`src/atsp_pkg.sv`:
```
// constants, register map and types of the auto transfer serial port
// assumes a byte-wide cpu register port with 32-bit addresses
//
// What this block does
// - shift register write starts transfer when idle
// - writes while disabled never launch later
// - one-byte mode stops clock, pulses done
// - auto mode moves up to 32 bytes
// - disabled: data out low, clock high
// - enable bit low holds unit in reset
// - disabling clears registers and buffer ram
// - buffer ram unreachable while disabled
// - auto mode bit picks one-byte or auto
// - single auto mode stops after end address
// - repeat mode wraps counter to zero
// - master bit drives clock, else slave
// - transmit off: data low, no ram read
// - receive off: no ram write
// - bit order select: msb or lsb first
// - prescaler divides system clock by 1, 2, 4 or 8
// - active flag high from start to end
// - active flag ignores software writes
// - ram writable while transfer active
// - stop trigger ends after current byte
// - start trigger launches, reads one until done
// - shift out on fall, store on rise
// - divisor 6, 8, 16 or 32
// - end pointer holds last address 0..31
package atsp_pkg;
  localparam logic [31:0] ATSP_MODE_ADDR  = 32'hFFFFFD40;
  localparam logic [31:0] ATSP_STAT_ADDR  = 32'hFFFFFD41;
  localparam logic [31:0] ATSP_TRIG_ADDR  = 32'hFFFFFD42;
  localparam logic [31:0] ATSP_DIV_ADDR   = 32'hFFFFFD43;
  localparam logic [31:0] ATSP_END_ADDR   = 32'hFFFFFD44;
  localparam logic [31:0] ATSP_INTV_ADDR  = 32'hFFFFFD45;
  localparam logic [31:0] ATSP_SHIFT_ADDR = 32'hFFFFFD46;
  localparam logic [31:0] ATSP_RAM_BASE   = 32'hFFFFFE00;
  localparam int          ATSP_RAM_WORDS  = 32;
  // mode_control_reg fields
  localparam int ATSP_M_EN     = 7;
  localparam int ATSP_M_AUTO   = 6;
  localparam int ATSP_M_REPEAT = 5;
  localparam int ATSP_M_MASTER = 4;
  localparam int ATSP_M_TXE    = 3;
  localparam int ATSP_M_RXE    = 2;
  localparam int ATSP_M_DIR    = 1;
  localparam logic [7:0] ATSP_MODE_WMASK = 8'hFE;
  // clock_status_reg and trigger_reg fields
  localparam int ATSP_S_CKS_LO = 6;
  localparam int ATSP_S_TSF    = 0;
  localparam int ATSP_T_STA    = 0;
  localparam int ATSP_T_STP    = 1;
  // reset values
  localparam logic [7:0] ATSP_MODE_RST = 8'h00;
  localparam logic [1:0] ATSP_DIV_RST  = 2'h3;
  // master half periods in prescaled ticks for divisors 6, 8, 16, 32
  localparam logic [3:0] ATSP_HALF_6  = 4'h3;
  localparam logic [3:0] ATSP_HALF_8  = 4'h4;
  localparam logic [3:0] ATSP_HALF_16 = 4'h8;
  localparam logic [4:0] ATSP_HALF_32 = 5'h10;
  localparam logic [3:0] ATSP_BITS    = 4'h8;

  typedef enum logic [3:0] {
    ATSP_IDLE  = 4'h1,
    ATSP_LOAD  = 4'h2,
    ATSP_SHIFT = 4'h4,
    ATSP_GAP   = 4'h8
  } atsp_state_e;
endpackage

```
`src/atsp_serial_port.sv`:
```
// three-wire serial port with one-byte and automatic buffer transfer
// assumes cpu strobes and pins; sck and sdi are synchronised here
`timescale 1ns/1ps
`default_nettype none
module atsp_serial_port
  import atsp_pkg::*;
(
  input  wire logic        i_clk_sys,
  input  wire logic        i_rst_b,
  input  wire logic [31:0] i_addr,
  input  wire logic        i_wr,
  input  wire logic        i_rd,
  input  wire logic [7:0]  i_wdata,
  output var  logic [7:0]  o_rdata,
  output var  logic        o_transfer_done_irq,
  input  wire logic        i_serial_clock_pin,
  output var  logic        o_serial_clock_pin,
  output var  logic        o_serial_clock_oe,
  input  wire logic        i_serial_data_in,
  output var  logic        o_serial_data_out
);

  typedef struct packed {
    logic [7:0]                      mode;
    logic [1:0]                      cks;
    logic                            tsf;
    logic                            trig_sta;
    logic                            trig_stp;
    logic [1:0]                      div;
    logic [4:0]                      endp;
    logic [5:0]                      intv;
    logic [7:0]                      sh;
    logic [ATSP_RAM_WORDS-1:0][7:0]  ram;
    logic [4:0]                      addr;
    atsp_state_e                     st;
    logic                            fin;
    logic [2:0]                      pre_cnt;
    logic [4:0]                      half_cnt;
    logic [3:0]                      bit_cnt;
    logic [6:0]                      gap_cnt;
    logic                            sck;
    logic                            sck_oe;
    logic                            sdo;
    logic                            irq;
    logic [7:0]                      rdata;
    logic                            sck_s1;
    logic                            sck_s2;
    logic                            sck_d;
    logic                            sdi_s1;
    logic                            sdi_s2;
  } atsp_state_s;

  atsp_state_s r_reg;
  atsp_state_s r_next;

  // reverse a byte when lsb first is selected
  function automatic logic [7:0] bit_order(input logic [7:0] d, input logic lsb_first);
    logic [7:0] o;
    o = d;
    if (lsb_first) begin
      for (int k = 0; k < 8; k++) begin
        o[k] = d[7-k];
      end
    end
    return o;
  endfunction

  // half period of the master clock in prescaled ticks
  function automatic logic [4:0] half_len(input logic [1:0] sel);
    logic [4:0] h;
    case (sel)
      2'h0:    h = {1'b0, ATSP_HALF_6};
      2'h1:    h = {1'b0, ATSP_HALF_8};
      2'h2:    h = {1'b0, ATSP_HALF_16};
      default: h = ATSP_HALF_32;
    endcase
    return h;
  endfunction

  logic       wr_mode;
  logic       unit_on;
  logic       lsb;
  logic       tick;
  logic       hp;
  logic       fall;
  logic       rise;
  logic       in_ram;
  logic [4:0] ram_idx;
  logic [7:0] sh_in;
  logic       byte_done;
  logic [2:0] pre_max;
  logic       clk_high;

  always_comb begin
    r_next    = r_reg;
    r_next.irq = 1'b0;
    // two-flop synchronisers, the third stage feeds edge detection
    r_next.sck_s1 = i_serial_clock_pin;
    r_next.sck_s2 = r_reg.sck_s1;
    r_next.sck_d  = r_reg.sck_s2;
    r_next.sdi_s1 = i_serial_data_in;
    r_next.sdi_s2 = r_reg.sdi_s1;
    wr_mode   = i_wr && (i_addr == ATSP_MODE_ADDR);
    in_ram    = (i_addr >= ATSP_RAM_BASE) && (i_addr < ATSP_RAM_BASE + ATSP_RAM_WORDS);
    ram_idx   = i_addr[4:0];
    tick      = 1'b0;
    hp        = 1'b0;
    fall      = 1'b0;
    rise      = 1'b0;
    sh_in     = r_reg.sh;
    byte_done = 1'b0;
    pre_max   = 3'h0;
    clk_high  = 1'b0;
    if (wr_mode) begin
      r_next.mode = i_wdata & ATSP_MODE_WMASK;
    end
    unit_on = r_next.mode[ATSP_M_EN];
    // bit order from the settled mode, not from a same-cycle write
    lsb     = r_reg.mode[ATSP_M_DIR];

    // unit reset is taken at the clock edge rather than from a flop-driven
    // async reset, so a glitch on the enable bit cannot half-clear the state
    if (!unit_on) begin
      // unit held in reset while disabled, ram contents lost
      // clock select cleared on the 1 to 0 step, then written while off
      r_next.cks      = r_reg.mode[ATSP_M_EN] ? 2'h0 : r_reg.cks;
      if (i_wr && i_addr == ATSP_STAT_ADDR) begin
        r_next.cks = i_wdata[ATSP_S_CKS_LO +: 2];
      end
      r_next.tsf      = 1'b0;
      r_next.trig_sta = 1'b0;
      r_next.trig_stp = 1'b0;
      r_next.div      = ATSP_DIV_RST;
      r_next.endp     = 5'h00;
      r_next.intv     = 6'h00;
      r_next.sh       = 8'h00;
      r_next.ram      = '0;
      r_next.addr     = 5'h00;
      r_next.st       = ATSP_IDLE;
      r_next.fin      = 1'b0;
      r_next.pre_cnt  = 3'h0;
      r_next.half_cnt = 5'h00;
      r_next.bit_cnt  = 4'h0;
      r_next.gap_cnt  = 7'h00;
      r_next.sck      = 1'b1;
      r_next.sdo      = 1'b0;
    end else begin
      // prescaler: system clock divided by 1, 2, 4 or 8
      pre_max = 3'((4'h1 << r_reg.cks) - 4'h1);
      tick    = (r_reg.pre_cnt >= pre_max);
      r_next.pre_cnt = tick ? 3'h0 : 3'(r_reg.pre_cnt + 3'h1);

      // master half period from the divisor
      if ((r_reg.st == ATSP_SHIFT || r_reg.st == ATSP_GAP) && tick) begin
        if (r_reg.half_cnt >= 5'(half_len(r_reg.div) - 5'h01)) begin
          r_next.half_cnt = 5'h00;
          hp = 1'b1;
        end else begin
          r_next.half_cnt = 5'(r_reg.half_cnt + 5'h01);
        end
      end

      // clock edges: own clock in master, synced pin in slave
      if (r_reg.mode[ATSP_M_MASTER]) begin
        fall = hp && (r_reg.st == ATSP_SHIFT) && r_reg.sck;
        rise = hp && (r_reg.st == ATSP_SHIFT) && !r_reg.sck;
      end else begin
        fall = (r_reg.st == ATSP_SHIFT) && r_reg.sck_d && !r_reg.sck_s2;
        rise = (r_reg.st == ATSP_SHIFT) && !r_reg.sck_d && r_reg.sck_s2;
      end

      // register writes; active flag has no write path
      if (i_wr && i_addr == ATSP_STAT_ADDR) begin
        r_next.cks = i_wdata[ATSP_S_CKS_LO +: 2];
      end
      if (i_wr && i_addr == ATSP_DIV_ADDR) begin
        r_next.div = i_wdata[1:0];
      end
      if (i_wr && i_addr == ATSP_END_ADDR) begin
        r_next.endp = i_wdata[4:0];
      end
      if (i_wr && i_addr == ATSP_INTV_ADDR) begin
        r_next.intv = i_wdata[5:0];
      end
      // buffer ram stays writable during transfer
      if (i_wr && in_ram) begin
        r_next.ram[ram_idx] = i_wdata;
      end

      // launch needs the clock at rest high: own clock or synced pin
      clk_high = r_reg.mode[ATSP_M_MASTER] ? r_reg.sck : r_reg.sck_s2;
      // one-byte start by writing the shift register
      if (i_wr && i_addr == ATSP_SHIFT_ADDR && r_reg.mode[ATSP_M_EN] && !r_reg.mode[ATSP_M_AUTO]
          && r_reg.st == ATSP_IDLE && clk_high) begin
        r_next.sh       = bit_order(i_wdata, lsb);
        r_next.st       = ATSP_SHIFT;
        r_next.tsf      = 1'b1;
        r_next.bit_cnt  = 4'h0;
        r_next.half_cnt = 5'h00;
      end

      // trigger writes honoured only in auto mode
      if (i_wr && i_addr == ATSP_TRIG_ADDR && r_reg.mode[ATSP_M_AUTO]) begin
        if (i_wdata[ATSP_T_STA] && r_reg.st == ATSP_IDLE) begin
          r_next.trig_sta = 1'b1;
          r_next.tsf      = 1'b1;
          r_next.addr     = 5'h00;
          r_next.st       = ATSP_LOAD;
          r_next.fin      = 1'b0;
          r_next.trig_stp = 1'b0;
        end
        if (i_wdata[ATSP_T_STP] && r_reg.st != ATSP_IDLE) begin
          r_next.trig_stp = 1'b1;
        end
      end

      // fetch next byte; no ram read with transmit off
      if (r_reg.st == ATSP_LOAD) begin
        r_next.sh       = r_reg.mode[ATSP_M_TXE] ? bit_order(r_reg.ram[r_reg.addr], lsb) : 8'h00;
        r_next.st       = ATSP_SHIFT;
        r_next.bit_cnt  = 4'h0;
        r_next.half_cnt = 5'h00;
      end

      // shift out on fall, store sampled bit on rise
      if (fall) begin
        r_next.sdo = r_reg.sh[7];
        if (r_reg.mode[ATSP_M_MASTER]) begin
          r_next.sck = 1'b0;
        end
      end
      if (rise) begin
        sh_in       = {r_reg.sh[6:0], r_reg.sdi_s2};
        r_next.sh   = sh_in;
        r_next.bit_cnt = 4'(r_reg.bit_cnt + 4'h1);
        if (r_reg.mode[ATSP_M_MASTER]) begin
          r_next.sck = 1'b1;
        end
        byte_done = (r_reg.bit_cnt == ATSP_BITS - 4'h1);
      end

      // end of a byte: store, step counter, choose stop or go on
      if (byte_done) begin
        r_next.gap_cnt  = r_reg.mode[ATSP_M_MASTER] ? {r_reg.intv, 1'b0} : 7'h00;
        r_next.half_cnt = 5'h00;
        r_next.st       = ATSP_GAP;
        if (!r_reg.mode[ATSP_M_AUTO]) begin
          r_next.fin = 1'b1;
        end else begin
          if (r_reg.mode[ATSP_M_RXE]) begin
            r_next.ram[r_reg.addr] = bit_order(sh_in, lsb);
          end
          if (r_reg.trig_stp || r_next.trig_stp) begin
            r_next.fin = 1'b1;
          end else if (r_reg.addr == r_reg.endp) begin
            if (r_reg.mode[ATSP_M_REPEAT]) begin
              r_next.addr = 5'h00;
            end else begin
              r_next.fin = 1'b1;
            end
          end else begin
            r_next.addr = 5'(r_reg.addr + 5'h01);
          end
        end
      end

      // byte interval then either next byte or completion
      if (r_reg.st == ATSP_GAP) begin
        if (r_reg.gap_cnt == 7'h00) begin
          if (r_reg.fin) begin
            r_next.st       = ATSP_IDLE;
            r_next.fin      = 1'b0;
            r_next.tsf      = 1'b0;
            r_next.trig_sta = 1'b0;
            r_next.trig_stp = 1'b0;
            r_next.irq      = 1'b1;
          end else begin
            r_next.st = ATSP_LOAD;
          end
        end else if (hp) begin
          r_next.gap_cnt = 7'(r_reg.gap_cnt - 7'h01);
        end
      end

      // master idles high, slave leaves clock to partner
      if (!r_next.mode[ATSP_M_MASTER]) begin
        r_next.sck = 1'b1;
      end
      // transmit off keeps data low
      if (!r_next.mode[ATSP_M_TXE]) begin
        r_next.sdo = 1'b0;
      end
    end
    // clock pin driven only by an enabled master
    r_next.sck_oe = unit_on && r_next.mode[ATSP_M_MASTER];

    // registered read data; ram reads zero while disabled
    r_next.rdata = 8'h00;
    if (i_rd) begin
      case (i_addr)
        ATSP_MODE_ADDR:  r_next.rdata = r_reg.mode;
        ATSP_STAT_ADDR:  r_next.rdata = {r_reg.cks, 5'h00, r_reg.tsf};
        ATSP_TRIG_ADDR:  r_next.rdata = {6'h00, r_reg.trig_stp, r_reg.trig_sta};
        ATSP_DIV_ADDR:   r_next.rdata = {6'h00, r_reg.div};
        ATSP_END_ADDR:   r_next.rdata = {3'h0, r_reg.endp};
        ATSP_INTV_ADDR:  r_next.rdata = {2'h0, r_reg.intv};
        ATSP_SHIFT_ADDR: r_next.rdata = bit_order(r_reg.sh, lsb);
        default: begin
          if (in_ram && r_reg.mode[ATSP_M_EN]) begin
            r_next.rdata = r_reg.ram[ram_idx];
          end
        end
      endcase
    end
  end

  // state register
  always_ff @(posedge i_clk_sys or negedge i_rst_b) begin
    if (!i_rst_b) begin
      r_reg          <= '0;
      r_reg.mode     <= ATSP_MODE_RST;
      r_reg.div      <= ATSP_DIV_RST;
      r_reg.st       <= ATSP_IDLE;
      r_reg.sck      <= 1'b1;
      r_reg.sck_s1   <= 1'b1;
      r_reg.sck_s2   <= 1'b1;
      r_reg.sck_d    <= 1'b1;
    end else begin
      r_reg <= r_next;
    end
  end

  // outputs straight from the state register
  assign o_rdata             = r_reg.rdata;
  assign o_transfer_done_irq = r_reg.irq;
  assign o_serial_clock_pin  = r_reg.sck;
  assign o_serial_clock_oe   = r_reg.sck_oe;
  assign o_serial_data_out   = r_reg.sdo;

endmodule
`default_nettype wire

```
`config.mk`:
```
export PLATFORM = sky130hd
export DESIGN_NAME = atsp_serial_port
export DESIGN_NICKNAME = d
export VERILOG_FILES = /design/src/atsp_pkg.sv /design/src/atsp_serial_port.sv
export SDC_FILE = /design/constraint.sdc
export NUM_CORES = 1
export LEC_CHECK = 0
export BUFFER_PORTS_ARGS = -buffer_cell sky130_fd_sc_hd__buf_2
export CORE_AREA = 5 5 288 290
export CTS_CLUSTER_DIAMETER = 100
export CTS_CLUSTER_SIZE = 24
export DETAILED_ROUTE_END_ITERATION = 8
export DIE_AREA = 0 0 293 295
export PLACE_DENSITY = 0.53
export SLEW_MARGIN = 20
export SYNTH_ARGS = -nofsm -noshare
export SYNTH_HDL_FRONTEND = slang
export SYNTH_SLANG_ARGS = --single-unit
export TNS_END_PERCENT = 1
```
`constraint.sdc`:
```
create_clock -name i_clk_sys -period 3.4 [get_ports i_clk_sys]
set_input_delay 0.17 -clock i_clk_sys [delete_from_list [all_inputs] [get_ports i_clk_sys]]
set_output_delay 0.17 -clock i_clk_sys [all_outputs]
set_load 0.1 [all_outputs]
```
=== Word level (Yosys, flattened, before mapping) ===
Cells that the tools add are included.

* Register bits: 335
* Bits of input ports: 46
* Word-level logic and storage cells: 235
* Output and inout port bits: 12

* $lt $le $gt $ge: 8
* Mux-type cells: 99
* Reduce and logical (&&, ||, !) cells: 38
* Shift operators: 1
* Equality and inequality tests: 23
* Add/subtract/negate cells: 7

{| class="wikitable"
|+ Operators by type and width
! cell !! number
|-
| $mux 256 || 3
|-
| $bwmux 256 || 2
|-
| $mux 312 || 1
|-
| $mux 266 || 1
|-
| $mux 261 || 1
|-
| $eq 32x32->1 const B || 7
|-
| $mux 8 || 20
|-
| $bmux 8 s5 || 2
|-
| $demux 8 s5 || 2
|-
| $pmux 8 s7 || 1
|-
| $mux 5 || 11
|-
| $mux 7 || 5
|-
| $ge 32x32->1 const B || 1
|-
| $lt 32x32->1 const B || 1
|-
| $mux 1 || 29
|-
| $logic_and 1x1->1 || 28
|-
| $mux 3 || 7
|-
| $mux 10 || 2
|-
| $mux 9 || 2
|-
| $pmux 5 s3 || 1
|-
| $lt 5x6->1 const B || 2
|-
| $mux 4 || 3
|-
| $add 5x1->5 const B || 2
|-
| $ge 5x1->1 const B || 2
|-
| 27 further kinds || 40
|}

=== Longest topological paths before layout ===
* Word-level depth: 29
* Mapped depth: 12

=== Worst setup path before layout ===
OpenSTA, ideal clock, no wires.

* Path type: reg-to-reg
* Start: reg r_reg[321] (netlist name)
* End: reg r_reg[272] (netlist name)
* Setup time: 0.087 ns
* Buffers on the path: 1
* Cell stages (with the launch flop): 10
* Path slack: 0.637 ns
* Arrival time: 2.677 ns
* Cells stage by stage: dfstp_2 nand2_1 ha_1 nand4_1 o22a_1 a2111oi_4 nor2_2 mux4_2 buf_6 a211oi_2

{| class="wikitable"
|+ RTL lines
! element !! line !! RTL
|-
| start: declaration || atsp_serial_port.sv:53 || <nowiki>atsp_state_s r_reg;</nowiki>
|-
| start signal: assignment || atsp_serial_port.sv:329 || <nowiki>r_reg <= r_next;</nowiki>
|}

==> metrics.md <==
| Metric | Value |
|---|---|
| Worst Path Arrival | 3.62 ns |
| Initial DRC Count | 3404 |
| GR Util met2 | 36.9% |
| DR vias/cell | 6.58 |
| Global-route wire length before repair | 158000 um |
| HPWL after DPL | 72500 um |
| Met1 usage in global routing | 33.6% |
| Crit Reg-Reg Startpoint | r_reg[321] |
| Worst-path clk slew | 0.10 ns |
| Detailed Routing Iterations Pass 1 | 6 |
| Layout area overhead | 10.5% |
| Routability Congestion | 0.975 |
| Chip width | 293 um |
| Hold Path Class | in -> reg |
| Clock Power Share | 36.8% |
| Worst skew pair latency | 0.58 ns |
| Library cells used by synthesis | 83 |
| I/O pin count | 58 |
| CORE AREA | 80000 um2 |
| Fin crit share | 92.9% |
| Crit-path max FO | 32 |
| Total track usage | 24.2% |
| H-Tree Depth | 1 |
| CTS tree | built |
| Top cell type's share of synthesized area | 34.6% |
| CP Class | reg -> reg |
| Min cycle time layout | 3.16 ns |
| Largest area contributor in the netlist | dfrtp_1 |
| Max frequency | 317 MHz |
| Pint | 5.19 mW |
| CTS sink cnt | 335 |
| Max reg flops | 319 |
| Adder-Cell Fraction of Synth Area | 0.792% |
| Grt total ovfl | 0 |
| Yosys Warn Count | 0 |
| Most used flip-flop cell after synthesis | dfrtp_1 |
| Placed Area | 25600 um2 |
| Clock root buffer | clkbuf_16 |
| Largest family of logic cells by synthesized area | compound AO/OA/AOI/OAI gates |
| Unrepaired setup endpoints after global routing | false |
| Static leakage | 9.24 nW |
| Max-Cap Viols | 0 |
| Routed wire length | 110000 um |
| Largest net degree at the start of global routing | 140 |
| Vias in the first global route | 21.8k |
| XOR/XNOR Fraction of Synth Area | 0.333% |
| Initial Util | 29.6% |
| Switching portion of total power | 28.1% |
| CP startpoint | r_reg[321] |
| Setup ws final | 0.243 ns |
| Max Buffers Root-to-Sink | 3 |
| Skew final | 0.0307 ns |
| Post-Syn Area | 23700 um2 |
| FP Rows | 104 |
| Die height | 295 um |
| Cts bufs inserted | 19 |
| Max transition margin | 21.9% |
| Number of remaining DRC errors | 0 |
| Final Max Slew Viols | 0 |
| Mapped Nets | 2571 |
| Die ar. | 86400 um2 |
| Comb power frac | 7.9% |
| EDFF count, synth | 0 |
| Mapped Cells | 2510 |
| Crit path launch type | register |
| CP required | 3.86 ns |
| GR Layer Usage met3 | 4.30% |
| Nets@finish | 2507 |
| Share of cells above drive strength 1 | 19.6% |
| Synth Area in Compound Gates | 28.6% |
| Simple-gate share of the synthesized area | 12.5% |
| Async SR Flop Fraction | 100% |
| Switch Pwr | 2.02 mW |
| Pre-CTS WS | 0.343 ns |
| Final setup vio count | 0 |
| Sequential area share after synthesis | 35.4% |
| PwrDens | 275 nW/um2 |
| Hold_ws | 0.107 ns |
| Fin Setup TNS | 0 ns |
| Synth Register Bits | 335 |
| Worst vdd ir | 0.280 mV |
| Post-DRT Antenna Nets | 0 |
| Port Buffers | 57 |
| Cts repair resizes | 0 |
| Routed length per instance | 31.2 um |
| Hold path startpoint | i_wdata[7] |
| Worst-Margin Slew | 1.16 ns |
| Proportion of synthesized area in mux cells | 16.4% |
| Flop pwr share | 55.3% |
| Element type at the critical path end | register |
| Synth area leaders | dfrtp_1 35%, mux4_2 8.0%, mux2i_1 6.7%, a211oi_1 5.3%, a21oi_1 4.6% |
| Initial antenna violation count | 6 |
| Post-route cell area | 26200 um2 |
| Post-Syn Area per Cell | 9.44 um2 |
| Status | finished, final reports clean |
| Gr busiest metal | met2 |
| Via count | 23.2k |
| Final hold violation count | 0 |
-- metrics by stage --
stage	power [mW]	util, %	std cells
final	7.21	32.7	3518
after global placement	4.62	32.0	3481
after global routing	7.40	32.7	3516
after detailed placement	4.62	32.0	3481
after CTS	7.25	32.7	3515
after floorplan	4.29	-	2510
-- path summary, 6_finish.rpt --
path,endpoint,cells past startpoint,slack (ns)
max,r_reg[276],9,0.24
min,r_reg[335],3,0.11
max reg2reg,r_reg[276],9,0.24
min reg2reg,r_next[2],0,0.37
max in group asynchronous,r_reg[301],3,2.07
min in group asynchronous,r_next[0],2,0.26
-- cells in the mapped netlist (7+ instances only) --
master	instances
a31o_1	11
mux2_2	30
o31a_1	17
o41ai_1	112
a22oi_1	11
a211oi_1	166
nor2_1	67
clkinv_1	7
buf_4	12
nand2b_1	8
dfrtp_1	328
ha_1	15
nand3_1	31
nand4_1	20
mux2i_1	159
buf_2	56
buf_1	27
o31ai_1	119
nor3_2	24
or3_1	9
inv_1	24
nand4b_1	7
a211oi_2	18
mux4_2	84
o21ai_1	12
nand2_1	169
and3_1	12
nor3_1	38
o211ai_1	10
nor4_1	21
clkbuf_1	213
o22ai_1	76
dfstp_2	7
or4_1	7
a31o_2	31
a21oi_1	218
nor2b_1	61
o21ai_0	157
-- logic make-up (layout without fill, tap and decap cells) --
| logic type | Yosys count | in the layout |
|---|---|---|
| AOI/OAI and AO/OA | 996 | 996 |
| buffers and inverters | 342 | 287 |
| DFF | 335 | 335 |
| xor gates and xnor gates | 9 | 9 |
| muxes | 279 | 279 |
| and+or+nand+nor | 533 | 533 |
| adders and majority gates | 15 | 15 |
| other | 1 | 4 |
-- area by class of cell --
| cell class | instances | area, um2 |
|---|---|---|
| Clock inverter | 5 | 58.8 |
| Fill cell | 8190 | 53800 |
| Antenna cell | 3 | 7.51 |
| Inverter | 32 | 123 |
| Sequential cell | 335 | 8400 |
| Clock buffer | 25 | 498 |
| Multi-Input combinational cell | 1833 | 14000 |
| Tap cell | 1060 | 1330 |
| Timing Repair Buffer | 225 | 1800 |
-- power by group through the flow --
stage	combinational (mW)	clock (mW)	sequential, mW
final	0.569	2.65	3.99
after floorplan	0.227	0	4.07
after detailed placement	0.555	0	4.07
after global placement	0.551	0	4.07
after global routing	0.594	2.82	3.99
after CTS	0.560	2.71	3.99
-- cells in the final DEF (no fill, tap or decap), drive strengths merged, types with 10 or more instances in the layout --
cell and n:
ha 15, o41ai 112, nor3 62, a22oi 11, a31o 42, buf 221, mux2i 160, clkbuf 25
nand4 21, o22ai 76, o21ai 169, dfrtp 328, o31ai 119, nand3 31, a211oi 184, nor2 69
o211ai 10, o31a 17, and3 12, nand2 169, nor4 23, mux4 84, mux2 35, a21oi 218
nor2b 61, inv 28
-- per-layer routing --
metal  share of wire, %  routed length [um]
met5              0.021                  23
met2                 44               47900
met4                5.9                6440
met3                9.5               10400
met1                 41               44900
-- repair_timing --
item / 4_1_cts / 5_1_grt
buffers inserted: 0 / 0
hold endpoints to repair: 85 / 0
hold buffers: 4 / 0
-- critical path, stage by stage (launching register included) --
cell       delay [ns]
dfstp_2          0.57
nand2_1          0.06
ha_1             0.29
nand4_1          0.12
o22ai_1          0.34
o2111ai_1        0.20
nand2_1          0.29
mux4_2           0.55
buf_4            0.31
a211oi_1         0.30
(Power assumes the default switching activity.)
